===== config.mk =====
export PLATFORM = sky130hd
export DESIGN_NAME = pigpc_top
export DESIGN_NICKNAME = d
export VERILOG_FILES = /design/src/pigpc_pkg.sv /design/src/pigpc_top.sv
export SDC_FILE = /design/constraint.sdc
export NUM_CORES = 1
export LEC_CHECK = 0
export ABC_AREA = 1
export BUFFER_PORTS_ARGS = -buffer_cell sky130_fd_sc_hd__buf_2
export CAP_MARGIN = 20
export CORE_MARGIN = 2
export CORE_UTILIZATION = 52
export DETAILED_ROUTE_END_ITERATION = 10
export PLACE_DENSITY = 0.76
export REMOVE_ABC_BUFFERS = 1
export SYNTH_ARGS = -nofsm -noshare
export SYNTH_HDL_FRONTEND = slang
export SYNTH_SLANG_ARGS = --single-unit
export TNS_END_PERCENT = 50

===== constraint.sdc =====
create_clock -name clock -period 1.6 [get_ports clock]
set_input_delay 0.32 -clock clock [delete_from_list [all_inputs] [get_ports clock]]
set_output_delay 0.32 -clock clock [all_outputs]
set_load 0.02 [all_outputs]

===== src/pigpc_pkg.sv =====
/*
  pigpc_pkg: constants shared by the programmable-logic input gating and
  power control block. Assumes a 40 MHz core clock.
*/
package pigpc_pkg;

  // register offsets within the control-register window, and the power-register reset value
  localparam logic [7:0] PIGPC_OFS_CTRL_A = 8'hb0;
  localparam logic [7:0] PIGPC_OFS_BLOCK_B = 8'hb4;
  localparam logic [7:0] PIGPC_PM_RESET = 8'h00;

  // power_mgmt_ctrl_a fields
  localparam int PIGPC_A_TURBO_OFF = 3;
  localparam int PIGPC_A_CLK_BUS_BLK = 4;
  localparam int PIGPC_A_CLK_OMC_BLK = 5;

  // power_mgmt_block_b fields
  localparam int PIGPC_B_RD_BLK = 2;
  localparam int PIGPC_B_WR_BLK = 3;
  localparam int PIGPC_B_PROGRAM_FETCH_STROBE_BLK = 4;
  localparam int PIGPC_B_ALE_BLK = 5;
  localparam int PIGPC_B_PC7_BLK = 6;

  // logic input bus lane positions
  localparam int PIGPC_L_RD = 0;
  localparam int PIGPC_L_WR = 1;
  localparam int PIGPC_L_PROGRAM_FETCH_STROBE = 2;
  localparam int PIGPC_L_ALE = 3;
  localparam int PIGPC_L_PC7 = 4;
  localparam int PIGPC_L_CLK = 5;
  localparam int PIGPC_LBUS_W = 6;

  // select lane positions
  localparam int PIGPC_S_MAIN = 0;
  localparam int PIGPC_S_BOOT = 1;
  localparam int PIGPC_S_SRAM = 2;
  localparam int PIGPC_S_CREG = 3;
  localparam int PIGPC_SEL_W = 4;

  // quiet time before standby, and cycle counts derived from it
  localparam int PIGPC_CLK_PERIOD_PS = 25000;
  localparam int PIGPC_QUIET_5V_NS = 65;
  localparam int PIGPC_QUIET_3V3_NS = 100;
  localparam int PIGPC_QUIET_5V_CYC = (PIGPC_QUIET_5V_NS * 1000 + PIGPC_CLK_PERIOD_PS - 1) / PIGPC_CLK_PERIOD_PS;
  localparam int PIGPC_QUIET_3V3_CYC = (PIGPC_QUIET_3V3_NS * 1000 + PIGPC_CLK_PERIOD_PS - 1) / PIGPC_CLK_PERIOD_PS;
  localparam int PIGPC_IDLE_W = 4;

endpackage : pigpc_pkg


===== src/pigpc_top.sv =====
/*
  pigpc_top: chip-select input gating, non-turbo standby, and blocking of
  bus strobes, port input and common clock from the logic input bus.
  Assumes bus strobes, warm reset, config and register port are on clock;
  the pins port_d_bit_two, port_c_bit_seven and common_clock_in are not.
*/
`timescale 1ns/1ps
module pigpc_top #(
  parameter int LBUS_W = pigpc_pkg::PIGPC_LBUS_W,
  parameter int SEL_W = pigpc_pkg::PIGPC_SEL_W
) (
  input wire logic clock,
  input wire logic reset_n,
  input wire logic warm_reset_n,
  input wire logic cfg_csi_enable,
  input wire logic cfg_common_clock_in_enable,
  input wire logic cfg_five_volt,
  input wire logic port_d_bit_two,
  input wire logic port_c_bit_seven,
  input wire logic common_clock_in,
  input wire logic rd_n,
  input wire logic wr_n,
  input wire logic program_fetch_strobe,
  input wire logic ale,
  input wire logic [SEL_W-1:0] decode_hit,
  input wire logic reg_sel,
  input wire logic [7:0] reg_addr,
  input wire logic reg_wr,
  input wire logic [7:0] reg_wdata,
  output logic [7:0] reg_rdata,
  output logic [SEL_W-1:0] mem_select,
  output logic [3:0] mem_strobe,
  output logic [LBUS_W-1:0] logic_input_bus,
  output logic logic_standby,
  output logic common_clock_in_to_macrocell,
  output logic common_clock_in_to_apd,
  output logic power_down_wake
);
  import pigpc_pkg::*;

  typedef struct packed {
    logic [7:0] ctrl_a;
    logic [7:0] block_b;
    logic [1:0] csi_sync;
    logic [1:0] pc7_sync;
    logic [1:0] clk_sync;
    logic csi_prev;
    logic cfg_done;
    logic cfg_csi;
    logic cfg_clk;
    logic cfg_five;
    logic [LBUS_W-1:0] raw_prev;
    logic [PIGPC_IDLE_W-1:0] idle_cnt;
    logic standby;
    logic [LBUS_W-1:0] lbus;
    logic [SEL_W-1:0] sel_stage;
    logic [SEL_W-1:0] sel;
    logic [3:0] strobe;
    logic clk_omc;
    logic clk_apd;
    logic wake;
    logic [7:0] rdata;
  } pigpc_state_s;

  pigpc_state_s st_r;
  pigpc_state_s st_nxt;

  logic [LBUS_W-1:0] raw_bus;
  logic [LBUS_W-1:0] blk_mask;
  logic csi_active;
  logic turbo_off;
  logic quiet_done;
  logic [PIGPC_IDLE_W-1:0] quiet_cyc;

  // read mux for the two power registers, zero elsewhere
  function automatic logic [7:0] pigpc_read(input logic [7:0] addr, input logic [7:0] a, input logic [7:0] b);
    logic [7:0] v;
    v = 8'h00;
    if (addr == PIGPC_OFS_CTRL_A)
    begin
      v = a;
    end
    else if (addr == PIGPC_OFS_BLOCK_B)
    begin
      v = b;
    end
    return v;
  endfunction : pigpc_read

  always_comb
  begin
    turbo_off = st_r.ctrl_a[PIGPC_A_TURBO_OFF];
    // unconfigured pin behaves as asserted select
    csi_active = st_r.cfg_csi ? ~st_r.csi_sync[1] : 1'b1;
    quiet_cyc = st_r.cfg_five ? PIGPC_IDLE_W'(PIGPC_QUIET_5V_CYC) : PIGPC_IDLE_W'(PIGPC_QUIET_3V3_CYC);

    // raw inputs toward the logic input bus
    raw_bus = '0;
    raw_bus[PIGPC_L_RD] = rd_n;
    raw_bus[PIGPC_L_WR] = wr_n;
    raw_bus[PIGPC_L_PROGRAM_FETCH_STROBE] = program_fetch_strobe;
    raw_bus[PIGPC_L_ALE] = ale;
    raw_bus[PIGPC_L_PC7] = st_r.pc7_sync[1];
    raw_bus[PIGPC_L_CLK] = st_r.clk_sync[1] & st_r.cfg_clk;

    blk_mask = '1;
    blk_mask[PIGPC_L_RD] = ~st_r.block_b[PIGPC_B_RD_BLK];
    blk_mask[PIGPC_L_WR] = ~st_r.block_b[PIGPC_B_WR_BLK];
    blk_mask[PIGPC_L_PROGRAM_FETCH_STROBE] = ~st_r.block_b[PIGPC_B_PROGRAM_FETCH_STROBE_BLK];
    blk_mask[PIGPC_L_ALE] = ~st_r.block_b[PIGPC_B_ALE_BLK];
    blk_mask[PIGPC_L_PC7] = ~st_r.block_b[PIGPC_B_PC7_BLK];
    blk_mask[PIGPC_L_CLK] = ~st_r.ctrl_a[PIGPC_A_CLK_BUS_BLK];
    raw_bus = raw_bus & blk_mask;

    quiet_done = (st_r.idle_cnt >= quiet_cyc);

    st_nxt = st_r;
    st_nxt.csi_sync = {st_r.csi_sync[0], port_d_bit_two};
    st_nxt.pc7_sync = {st_r.pc7_sync[0], port_c_bit_seven};
    st_nxt.clk_sync = {st_r.clk_sync[0], common_clock_in};

    // configuration caught once after power-up release
    if (!st_r.cfg_done)
    begin
      st_nxt.cfg_done = 1'b1;
      st_nxt.cfg_csi = cfg_csi_enable;
      st_nxt.cfg_clk = cfg_common_clock_in_enable;
      st_nxt.cfg_five = cfg_five_volt;
    end

    // power registers survive warm reset
    if (reg_sel && reg_wr && reg_addr == PIGPC_OFS_CTRL_A)
    begin
      st_nxt.ctrl_a = reg_wdata;
    end
    if (reg_sel && reg_wr && reg_addr == PIGPC_OFS_BLOCK_B)
    begin
      st_nxt.block_b = reg_wdata;
    end
    st_nxt.rdata = reg_sel ? pigpc_read(reg_addr, st_r.ctrl_a, st_r.block_b) : 8'h00;

    // standby: any edge on unblocked inputs wakes, quiet time enters
    st_nxt.raw_prev = raw_bus;
    if (!turbo_off || raw_bus != st_r.raw_prev)
    begin
      st_nxt.idle_cnt = '0;
      st_nxt.standby = 1'b0;
    end
    else if (quiet_done)
    begin
      st_nxt.standby = 1'b1;
    end
    else
    begin
      st_nxt.idle_cnt = st_r.idle_cnt + PIGPC_IDLE_W'(1);
    end

    // logic bus follows inputs, frozen while in standby; select pin has no say
    if (!st_nxt.standby)
    begin
      st_nxt.lbus = raw_bus;
    end

    // memory selects gated by chip select; extra stage when turbo is off
    st_nxt.sel_stage = decode_hit & {SEL_W{csi_active}};
    if (!csi_active)
    begin
      st_nxt.sel = '0;
    end
    else if (turbo_off)
    begin
      st_nxt.sel = st_r.sel_stage;
    end
    else
    begin
      st_nxt.sel = st_nxt.sel_stage;
    end

    // strobes go to memories regardless of blocking bits
    st_nxt.strobe = {ale, program_fetch_strobe, wr_n, rd_n};

    st_nxt.clk_omc = st_r.clk_sync[1] & st_r.cfg_clk & ~st_r.ctrl_a[PIGPC_A_CLK_OMC_BLK];
    st_nxt.clk_apd = st_r.clk_sync[1] & st_r.cfg_clk;

    st_nxt.csi_prev = st_r.csi_sync[1];
    st_nxt.wake = st_r.cfg_csi & st_r.csi_prev & ~st_r.csi_sync[1];

    // warm reset clears idle count, standby, selects, wake and read data but not the power registers
    if (!warm_reset_n)
    begin
      st_nxt.idle_cnt = '0;
      st_nxt.standby = 1'b0;
      st_nxt.sel_stage = '0;
      st_nxt.sel = '0;
      st_nxt.wake = 1'b0;
      st_nxt.rdata = 8'h00;
    end
  end

  always_ff @(posedge clock or negedge reset_n)
  begin
    if (!reset_n)
    begin
      st_r <= '0;
      st_r.ctrl_a <= PIGPC_PM_RESET;
      st_r.block_b <= PIGPC_PM_RESET;
      st_r.csi_sync <= 2'h3;
      st_r.csi_prev <= 1'b1;
      st_r.raw_prev <= '0;
    end
    else
    begin
      st_r <= st_nxt;
    end
  end

  assign reg_rdata = st_r.rdata;
  assign mem_select = st_r.sel;
  assign mem_strobe = st_r.strobe;
  assign logic_input_bus = st_r.lbus;
  assign logic_standby = st_r.standby;
  assign common_clock_in_to_macrocell = st_r.clk_omc;
  assign common_clock_in_to_apd = st_r.clk_apd;
  assign power_down_wake = st_r.wake;

endmodule : pigpc_top


Yosys cells after proc, flatten, opt, wreduce, memory -nomap -nowiden
Index checks and enable logic that the tools add are counted.
{ "totals": {"regBits": 67, "input_bits": 35, "out_inout_bits": 26} }
{ "classes": {"addsub": 1, "order_cmp": 1, "n_eq_ne": 4, "n_mux": 13, "n_bitwise": 14, "reduce_logical": 5} }
{ "op_table": {"columns": ["op", "n"], "rows": [
  ["2-to-1 mux 8 bit", 4],
  ["equality test 8 bit, second input constant", 2],
  ["2-to-1 mux 4 bit", 3],
  ["2-to-1 mux 5 bit", 2],
  ["2-to-1 mux 9 bit", 1],
  ["NOT 1 bit", 8],
  ["bitwise AND 6 bit", 1],
  ["!= test 6 bit", 1],
  ["adder 4 x 1 -> 4 bit, second input constant", 1],
  ["bitwise AND 1 bit", 4],
  ["bitwise AND 4 bit", 1],
  [">= comparator 4 x 3 -> 1 bit", 1],
  ["logical AND 1 bit", 3],
  ["2-to-1 mux 3 bit", 1],
  ["!= test 3 x 2 -> 1 bit, second input constant", 1],
  ["2-to-1 mux 1 bit", 2],
  ["zero test 1 bit", 1],
  ["logical OR 1 bit", 1]
]} }

Depth between registers and ports, before layout
Gate-level depths: netlist of run 1.
{ "depth": {"word_depth": 6, "depth_mapped": 11, "ltp_nobuf": 11} }

Worst setup path after synthesis of run 1
OpenSTA, ideal clock, no wires.
{ "synth_timing": {"path_type": "register to register", "from": "register st_r[32] in the netlist's numbering", "to": "register st_r (netlist bit logic_input_bus[0])", "setup_time_ps": 118, "arrival_time_ps": 1363, "t_required_ps": 1482, "slack_ps": 119, "stages_incl_launch_ff": 9, "n_path_buf": 0, "period_less_slack_ps": 1481, "path_cell_list": "dfrtp_1 -> ha_1 -> inv_1 -> nor2_1 -> nand2_1 -> nand4_1 -> nand3_1 -> nand2_1 -> nand2_1"} }
{ "synth_between": {"elab_chain_len": 3} }
{ "synth_lines": {"columns": ["element", "line_no", "source"], "rows": [
  ["from (decl)", "pigpc_top.sv:65", "pigpc_state_s st_r;"],
  ["from (signal assigned)", "pigpc_top.sv:213", "st_r <= st_nxt;"],
  [">= comparator 4 x 3 -> 1 bit", "pigpc_top.sv:115", "quiet_done = (st_r.idle_cnt >= quiet_cyc);"],
  ["2-to-1 mux 1 bit", "pigpc_top.sv:149", "else if (quiet_done)"],
  ["2-to-1 mux 5 bit", "pigpc_top.sv:144", "if (!turbo_off || raw_bus != st_r.raw_prev)"]
]} }
Every way passes these cells.
A chain may end at the register's enable or synchronous reset.

Worst setup path in the final report of run 1
{ "layout_timing": {"from": "register st_r[30] in the netlist's numbering", "to": "register st_r (netlist bit logic_input_bus[4])"} }
The elaborated chain is that of the path after synthesis.

==> reports/results.ini, run 1 <==
[status]
status=complete, but fails checks
violations=negative hold slack

[power]
power_density_mw_per_mm2=1031
peakVddDrop_mv=0.4877
power.leakage_nw=1.901
power_w=0.003735

[clock_tree]
cts_tree=done
worstSkewPairLatency_ns=0.33
cts_setup_buffers=0
cts.sink_count=67
root_buffer=clkbuf_8
ctsHoldBuffers=0
clock_path_buffers=2
cts-buffers-inserted=9
cts_max_level=3
clk_pin_slew_worst_paths_ns=0.08

[sta]
hold_ws_ns=-0.005813
fin_skew_ns=0.01198
layout_min_cycle_time_ns=1.588
drv_slew=0
max_freq_ghz=0.6299
hold_violations=6
rsz0062_at_grt=yes
period_share_pct=99.22
finalSetupViolCount=0

[final_layout]
area_growth_pct=18.89
nNetsFinal=418
drive_gt1_share_pct=32.81
diodes=0

[critical_path]
crit_required_ns=1.83
start_kind=flip-flop
r2r-end=logic_input_bus[4]
r2r-start=st_r[30]
crit_fanout=6
r2r_cells=7
worstPathArrival_ns=1.81
critical_path_class=flip-flop to flip-flop
rrSetupSlack_ns=0.01
critPathCaptureType=flip-flop

[synth]
ys_types=26
ys_ff_latch=67
netlist_instances=329
synthesis.area_mm2=0.003047
yosysWarnings=0
synth_seq_area_share_pct=55.15
avgSynthCellArea_um2=9.260

[die]
die-area_mm2=0.006488
row_count=27
die-width_um=80.55
pin_count=61
initial_core_util_pct=54.66
core-area_mm2=0.005574
die_y_um=80.55

[detailed_routing]
vias=2248
viasPerCell=4.930
drt-total-wl_um=6060
antenna_left=0
drc=0
dr.pass1.iters=4
wl_per_cell_um=13.29
drt_iter0_drc=98

[grt]
grt_pass1_vias=2227
overflow=0
grt_pass1_wl_um=9846
track_usage_pct=20.41
grt_antenna_before_repair=0
grt_start_max_net_pins=68

[placement]
numPortBuffers=60
dp_hpwl_um=4212
place_congestion=0.8080

[worst_hold_path]
hold_class=input port to asynchronous set/reset pin

[run]
drv_cap=0

[final cells by class]
| cell class | count | area (µm²) |
|---|---|---|
| Tap cell | 72 | 90.09 |
| Sequential cell | 67 | 1680 |
| Timing Repair Buffer | 67 | 372.9 |
| Fill cell | 478 | 1952 |
| Multi-Input combinational cell | 189 | 1081 |
| Inverter | 45 | 168.9 |
| Clock inverter | 4 | 73.82 |
| Clock buffer | 12 | 155.1 |
[cell usage in the layout, fill, tap and decap left out, drive strengths merged]
master  synthesis  final
bufinv          0      2
nand4           2      2
mux2            2      2
nor3            2      2
clkbuf          1     12
nor2           22     22
dfstp           3      3
ha              4      4
nor3b           1      1
inv            45     45
clkinv          0      2
buf            27     67
a21oi          14     14
nor4            2      2
o21ai          16     16
nand2          81     81
conb            1      1
nand3          40     40
xnor2           1      1
xor2            1      1
dfrtp          64     64
[worst max-delay path, stage by stage, from the launching register on]
cell	delay, ns
dfrtp_1	0.39
inv_1	0.08
ha_1	0.29
nand4_1	0.14
nand4_1	0.23
buf_6	0.22
nand3_2	0.08
nand2_1	0.05
[cells by family after synthesis]
family | share of synthesized area (%)
AOI/OAI and AO/OA | 6.283
xor gates and xnor gates | 0.5751
adders and majority gates | 1.643
buffers and inverters | 12.40
DFF | 55.15
muxes | 0.7392
other | 0.1231
and+or+nand+nor | 23.08
[cells in the mapped netlist]
cell type / n / share of area [%]
nand2_1: 79 / 9.7
dfstp_2: 3 / 2.6
nor4_4: 2 / 1.4
o21ai_1: 5 / 0.82
inv_2: 1 / 0.12
nand4_1: 2 / 0.41
a21oi_1: 14 / 2.3
dfrtp_1: 64 / 53
nand2_2: 2 / 0.41
buf_6: 2 / 0.74
nand3_4: 2 / 1.1
nor2_1: 21 / 2.6
nor2_2: 1 / 0.21
conb_1: 1 / 0.12
buf_2: 2 / 0.33
buf_4: 23 / 5.7
inv_1: 44 / 5.4
nand3_1: 38 / 6.2
clkbuf_1: 1 / 0.12
nor3b_4: 1 / 0.62
xor2_1: 1 / 0.29
xnor2_1: 1 / 0.29
nor3_1: 2 / 0.33
ha_1: 4 / 1.6
o21ai_2: 11 / 3.2
mux2_2: 2 / 0.74
[flip-flops by register name, indices dropped and copies added, names as in the netlist]
name / flops
common_clock_in_to_apd: 1
common_clock_in_to_macrocell: 1
logic_input_bus: 6
logic_standby: 1
mem_select: 4
mem_strobe: 4
power_down_wake: 1
reg_rdata: 8
st_nxt: 4
st_r: 37
[metal layers]
| metal | vias to the layer above | routed length (µm) | global-route usage, % |
|---|---|---|---|
| met5 | - | 0 | 0 |
| met4 | 0 | 120 | 7.797 |
| met3 | 9 | 269 | 5.955 |
| met2 | 48 | 2996 | 32.42 |
| met1 | 1072 | 2674 | 26.45 |
| li1 | 1119 | - | - |
[metrics by stage]
stage	setup WS [ns]	TNS [ns]	area, µm²	std cells	utilization [%]
2_1_floorplan	0.05580	0	2838	301	-
3_3_place_gp	0.01660	0	3293	440	59.08
4_1_cts	0.05309	0	3527	456	63.28
5_1_grt	-0.06166	-0.3537	3622	456	64.98
6_report	0.01249	0	3622	456	64.98
3_5_place_dp	-0.01962	-0.02984	3293	440	59.08
[power by group]
group          internal (W)  switching [W]
logic              0.000125       0.000223
registers           0.00176      0.0000414
clock network      0.000964       0.000618
[repair_timing]
item | in CTS | in global routing
resized for setup | 1 | 21
endpoints found under the setup margin | 3 | 10
pin swaps | 0 | 11
[worst max-delay path by stage]
stage                      from            endpoint  cells past startpoint
floorplan           reg_addr[5]            st_r[51]                      5
global placement       st_r[32]  logic_input_bus[1]                      8
detailed placement     st_r[32]  logic_input_bus[1]                      8
CTS                    st_r[31]  logic_input_bus[2]                      8
global route           st_r[30]  logic_input_bus[4]                      7
finish                 st_r[30]  logic_input_bus[4]                      7
Note: power is estimated with default switching activity, not from simulation.
==> inputs of run 2 (changes only) <==
--- a/config.mk
+++ b/config.mk
@@ -12,8 +12,8 @@
 export CORE_UTILIZATION = 52
 export DETAILED_ROUTE_END_ITERATION = 10
 export PLACE_DENSITY = 0.76
+export RECOVER_POWER = 100
 export REMOVE_ABC_BUFFERS = 1
 export SYNTH_ARGS = -nofsm -noshare
 export SYNTH_HDL_FRONTEND = slang
 export SYNTH_SLANG_ARGS = --single-unit
-export TNS_END_PERCENT = 50
==> run 2 against run 1 <==
  * The run now ends clean
  * Critical endpoint unchanged
  * Maximum frequency barely moved
  * Clock skew rose by 0.0016 ns
  * Final cell count did not move
  * Total power barely moved
  * Combinational power fell by 2%
  * Via count fell by 0.49%
  * Worst hold slack improved by 0.091 ns
  * Critical path type unchanged
  * Critical path depth did not move
==> reports/results.ini, run 2 (synthesis results as in run 1) <==
[die]
core-area_mm2=0.005574
initial_core_util_pct=54.66
pin_count=61
die-area_mm2=0.006488
die_y_um=80.55
row_count=27
die-width_um=80.55

[power]
p_sw_w=0.0008883
power_density_mw_per_mm2=1037
power_frac_seq_pct=48.3
intPower_w=0.002846
switching_share_pct=23.79
combPwrFrac_pct=9.2
power.leakage_nw=1.884
clockPowerShare_pct=42.5
peakVddDrop_mv=0.4878

[clock_tree]
cts_max_level=3
clock_path_buffers=2
cts.sink_count=67
ctsHoldBuffers=0
clk_pin_slew_worst_paths_ns=0.08
root_buffer=clkbuf_8
cts_tree=done
worstSkewPairLatency_ns=0.33
cts-buffers-inserted=9
cts_setup_buffers=0

[critical_path]
rrSetupSlack_ns=0.01
r2r_cells=7
crit_fanout=6
setup.worst_path.end=logic_input_bus[4]
start_kind=flip-flop
critPathLaunch=st_r[30]
cpMaxStageDelayCell=dfrtp_1
critPathCaptureType=flip-flop
r2r-end=logic_input_bus[4]
crit_chain=inv_1 > ha_1 > nand4_1 > nand4_1 > buf_6 > nand3_2 > nand2_1
r2r-start=st_r[30]
path_common_cell=nand4_1
critPathMaxStageDelay_ns=0.39
crit_required_ns=1.83
critical_path_class=flip-flop to flip-flop
worstPathArrival_ns=1.81

[sta]
hold_ws_ns=0.08477
finalSetupViolCount=0
max_slew_margin_pct=4.536
worst_pin_slew_ns=1.432
rsz0062_at_grt=yes
hold_violations=0
layout_min_cycle_time_ns=1.587
fin_skew_ns=0.01356
drv_slew=0
period_share_pct=99.19
max_freq_ghz=0.6301

[detailed_routing]
antenna_left=0
wl_per_cell_um=13.31
drc=0
viasPerCell=4.906
drt_iter0_drc=101
dr.pass1.iters=4
drt-total-wl_um=6071
vias=2237

[grt]
track_usage_pct=20.41
grt_start_max_net_pins=68
grt_pass1_vias=2227
met2_usage_pct=32.42
grt_antenna_before_repair=0
grt_use_met3_pct=5.955
overflow=0
busiest_layer=met2
met1_usage_pct=26.45
grt_pass1_wl_um=9846

[status]
status=completed

[final_layout]
nFillCells=484
multi_input_area_mm2=0.001081
drive_gt1_share_pct=31.77
final_core_util_pct=64.62
final_common_cell=nand2_1
largest_register=st_r
regArea_mm2=0.001680
final_cell_mix=nand2_1 (72), dfrtp_1 (64), buf_2 (57)
largest_reg_flops=37
nNetsFinal=418
area_growth_pct=18.23
diodes=0

[placement]
numPortBuffers=60
place_congestion=0.8080
dp_hpwl_um=4212

[worst_hold_path]
hold_class=input port to flip-flop

[run]
drv_cap=0

==> run 2: changes by cell type in the layout (fill, tap and decap cells not counted), sizes merged <==
cell    before  now
buf         67   63
clkbuf      12   16
==> run 2: through the flow <==
step                      setup TNS, ns  total power, W  setup WS [ns]  cell area [µm²]  instances
after detailed placement       -0.02984        0.002164       -0.01962             3293        440
final                                 0        0.003734        0.01303             3602        456
after CTS                             0        0.003744        0.05309             3527        456
after floorplan                       0        0.001997        0.05580             2838        301
after global placement                0        0.002152        0.01660             3293        440
after global routing            -0.3537        0.003908       -0.06166             3602        456
==> run 2: critical path, delay by kind of cell, from the launching register on <==
kind | cells | cell delay (ns)
flip-flops | 1 | 0.39
AND/OR/NAND/NOR | 4 | 0.50
buffers and inverters | 2 | 0.30
adder cells (fa/ha/maj) | 1 | 0.29
==> run 2: layout make-up <==
type,instances,area share (%)
sequential,67,46.65
multi-input combinational,189,30.01
timing repair buffer,67,9.795
inverter,45,4.689
clock buffer,12,4.307
tap,72,2.501
clock inverter,4,2.049
==> run 2: how the worst min path moves through the flow <==
stage	slack, ns	depth (start not counted)	startpoint	to
3_3_place_gp	0.33	0	st_nxt[48]	st_r[48]
5_1_grt	0.07	1	port_d_bit_two	st_nxt[50]
3_5_place_dp	0.34	0	st_nxt[46]	st_r[46]
4_1_cts	0.002	2	reset_n	st_r[30]
6_report	0.08	1	port_c_bit_seven	st_nxt[48]
2_1_floorplan	0.02	0	reset_n	common_clock_in_to_apd
==> run 2: what timing repair did <==
item	CTS	global route
endpoints found under the setup margin	3	10
gates resized for setup	1	21
pin swaps	0	11
==> run 2: power groups by stage <==
stage	registers [W]	logic [W]	clock network, W
2_1_floorplan	0.00185	0.000142	0
3_3_place_gp	0.00183	0.000323	0
3_5_place_dp	0.00183	0.000332	0
4_1_cts	0.00180	0.000334	0.00161
5_1_grt	0.00181	0.000389	0.00171
6_report	0.00180	0.000342	0.00159
==> run 2: layer usage <==
metal | up-vias | wire length (µm)
met5 | - | 0
met4 | 0 | 120
met3 | 9 | 234
met2 | 45 | 2999
met1 | 1065 | 2717
li1 | 1118 | -
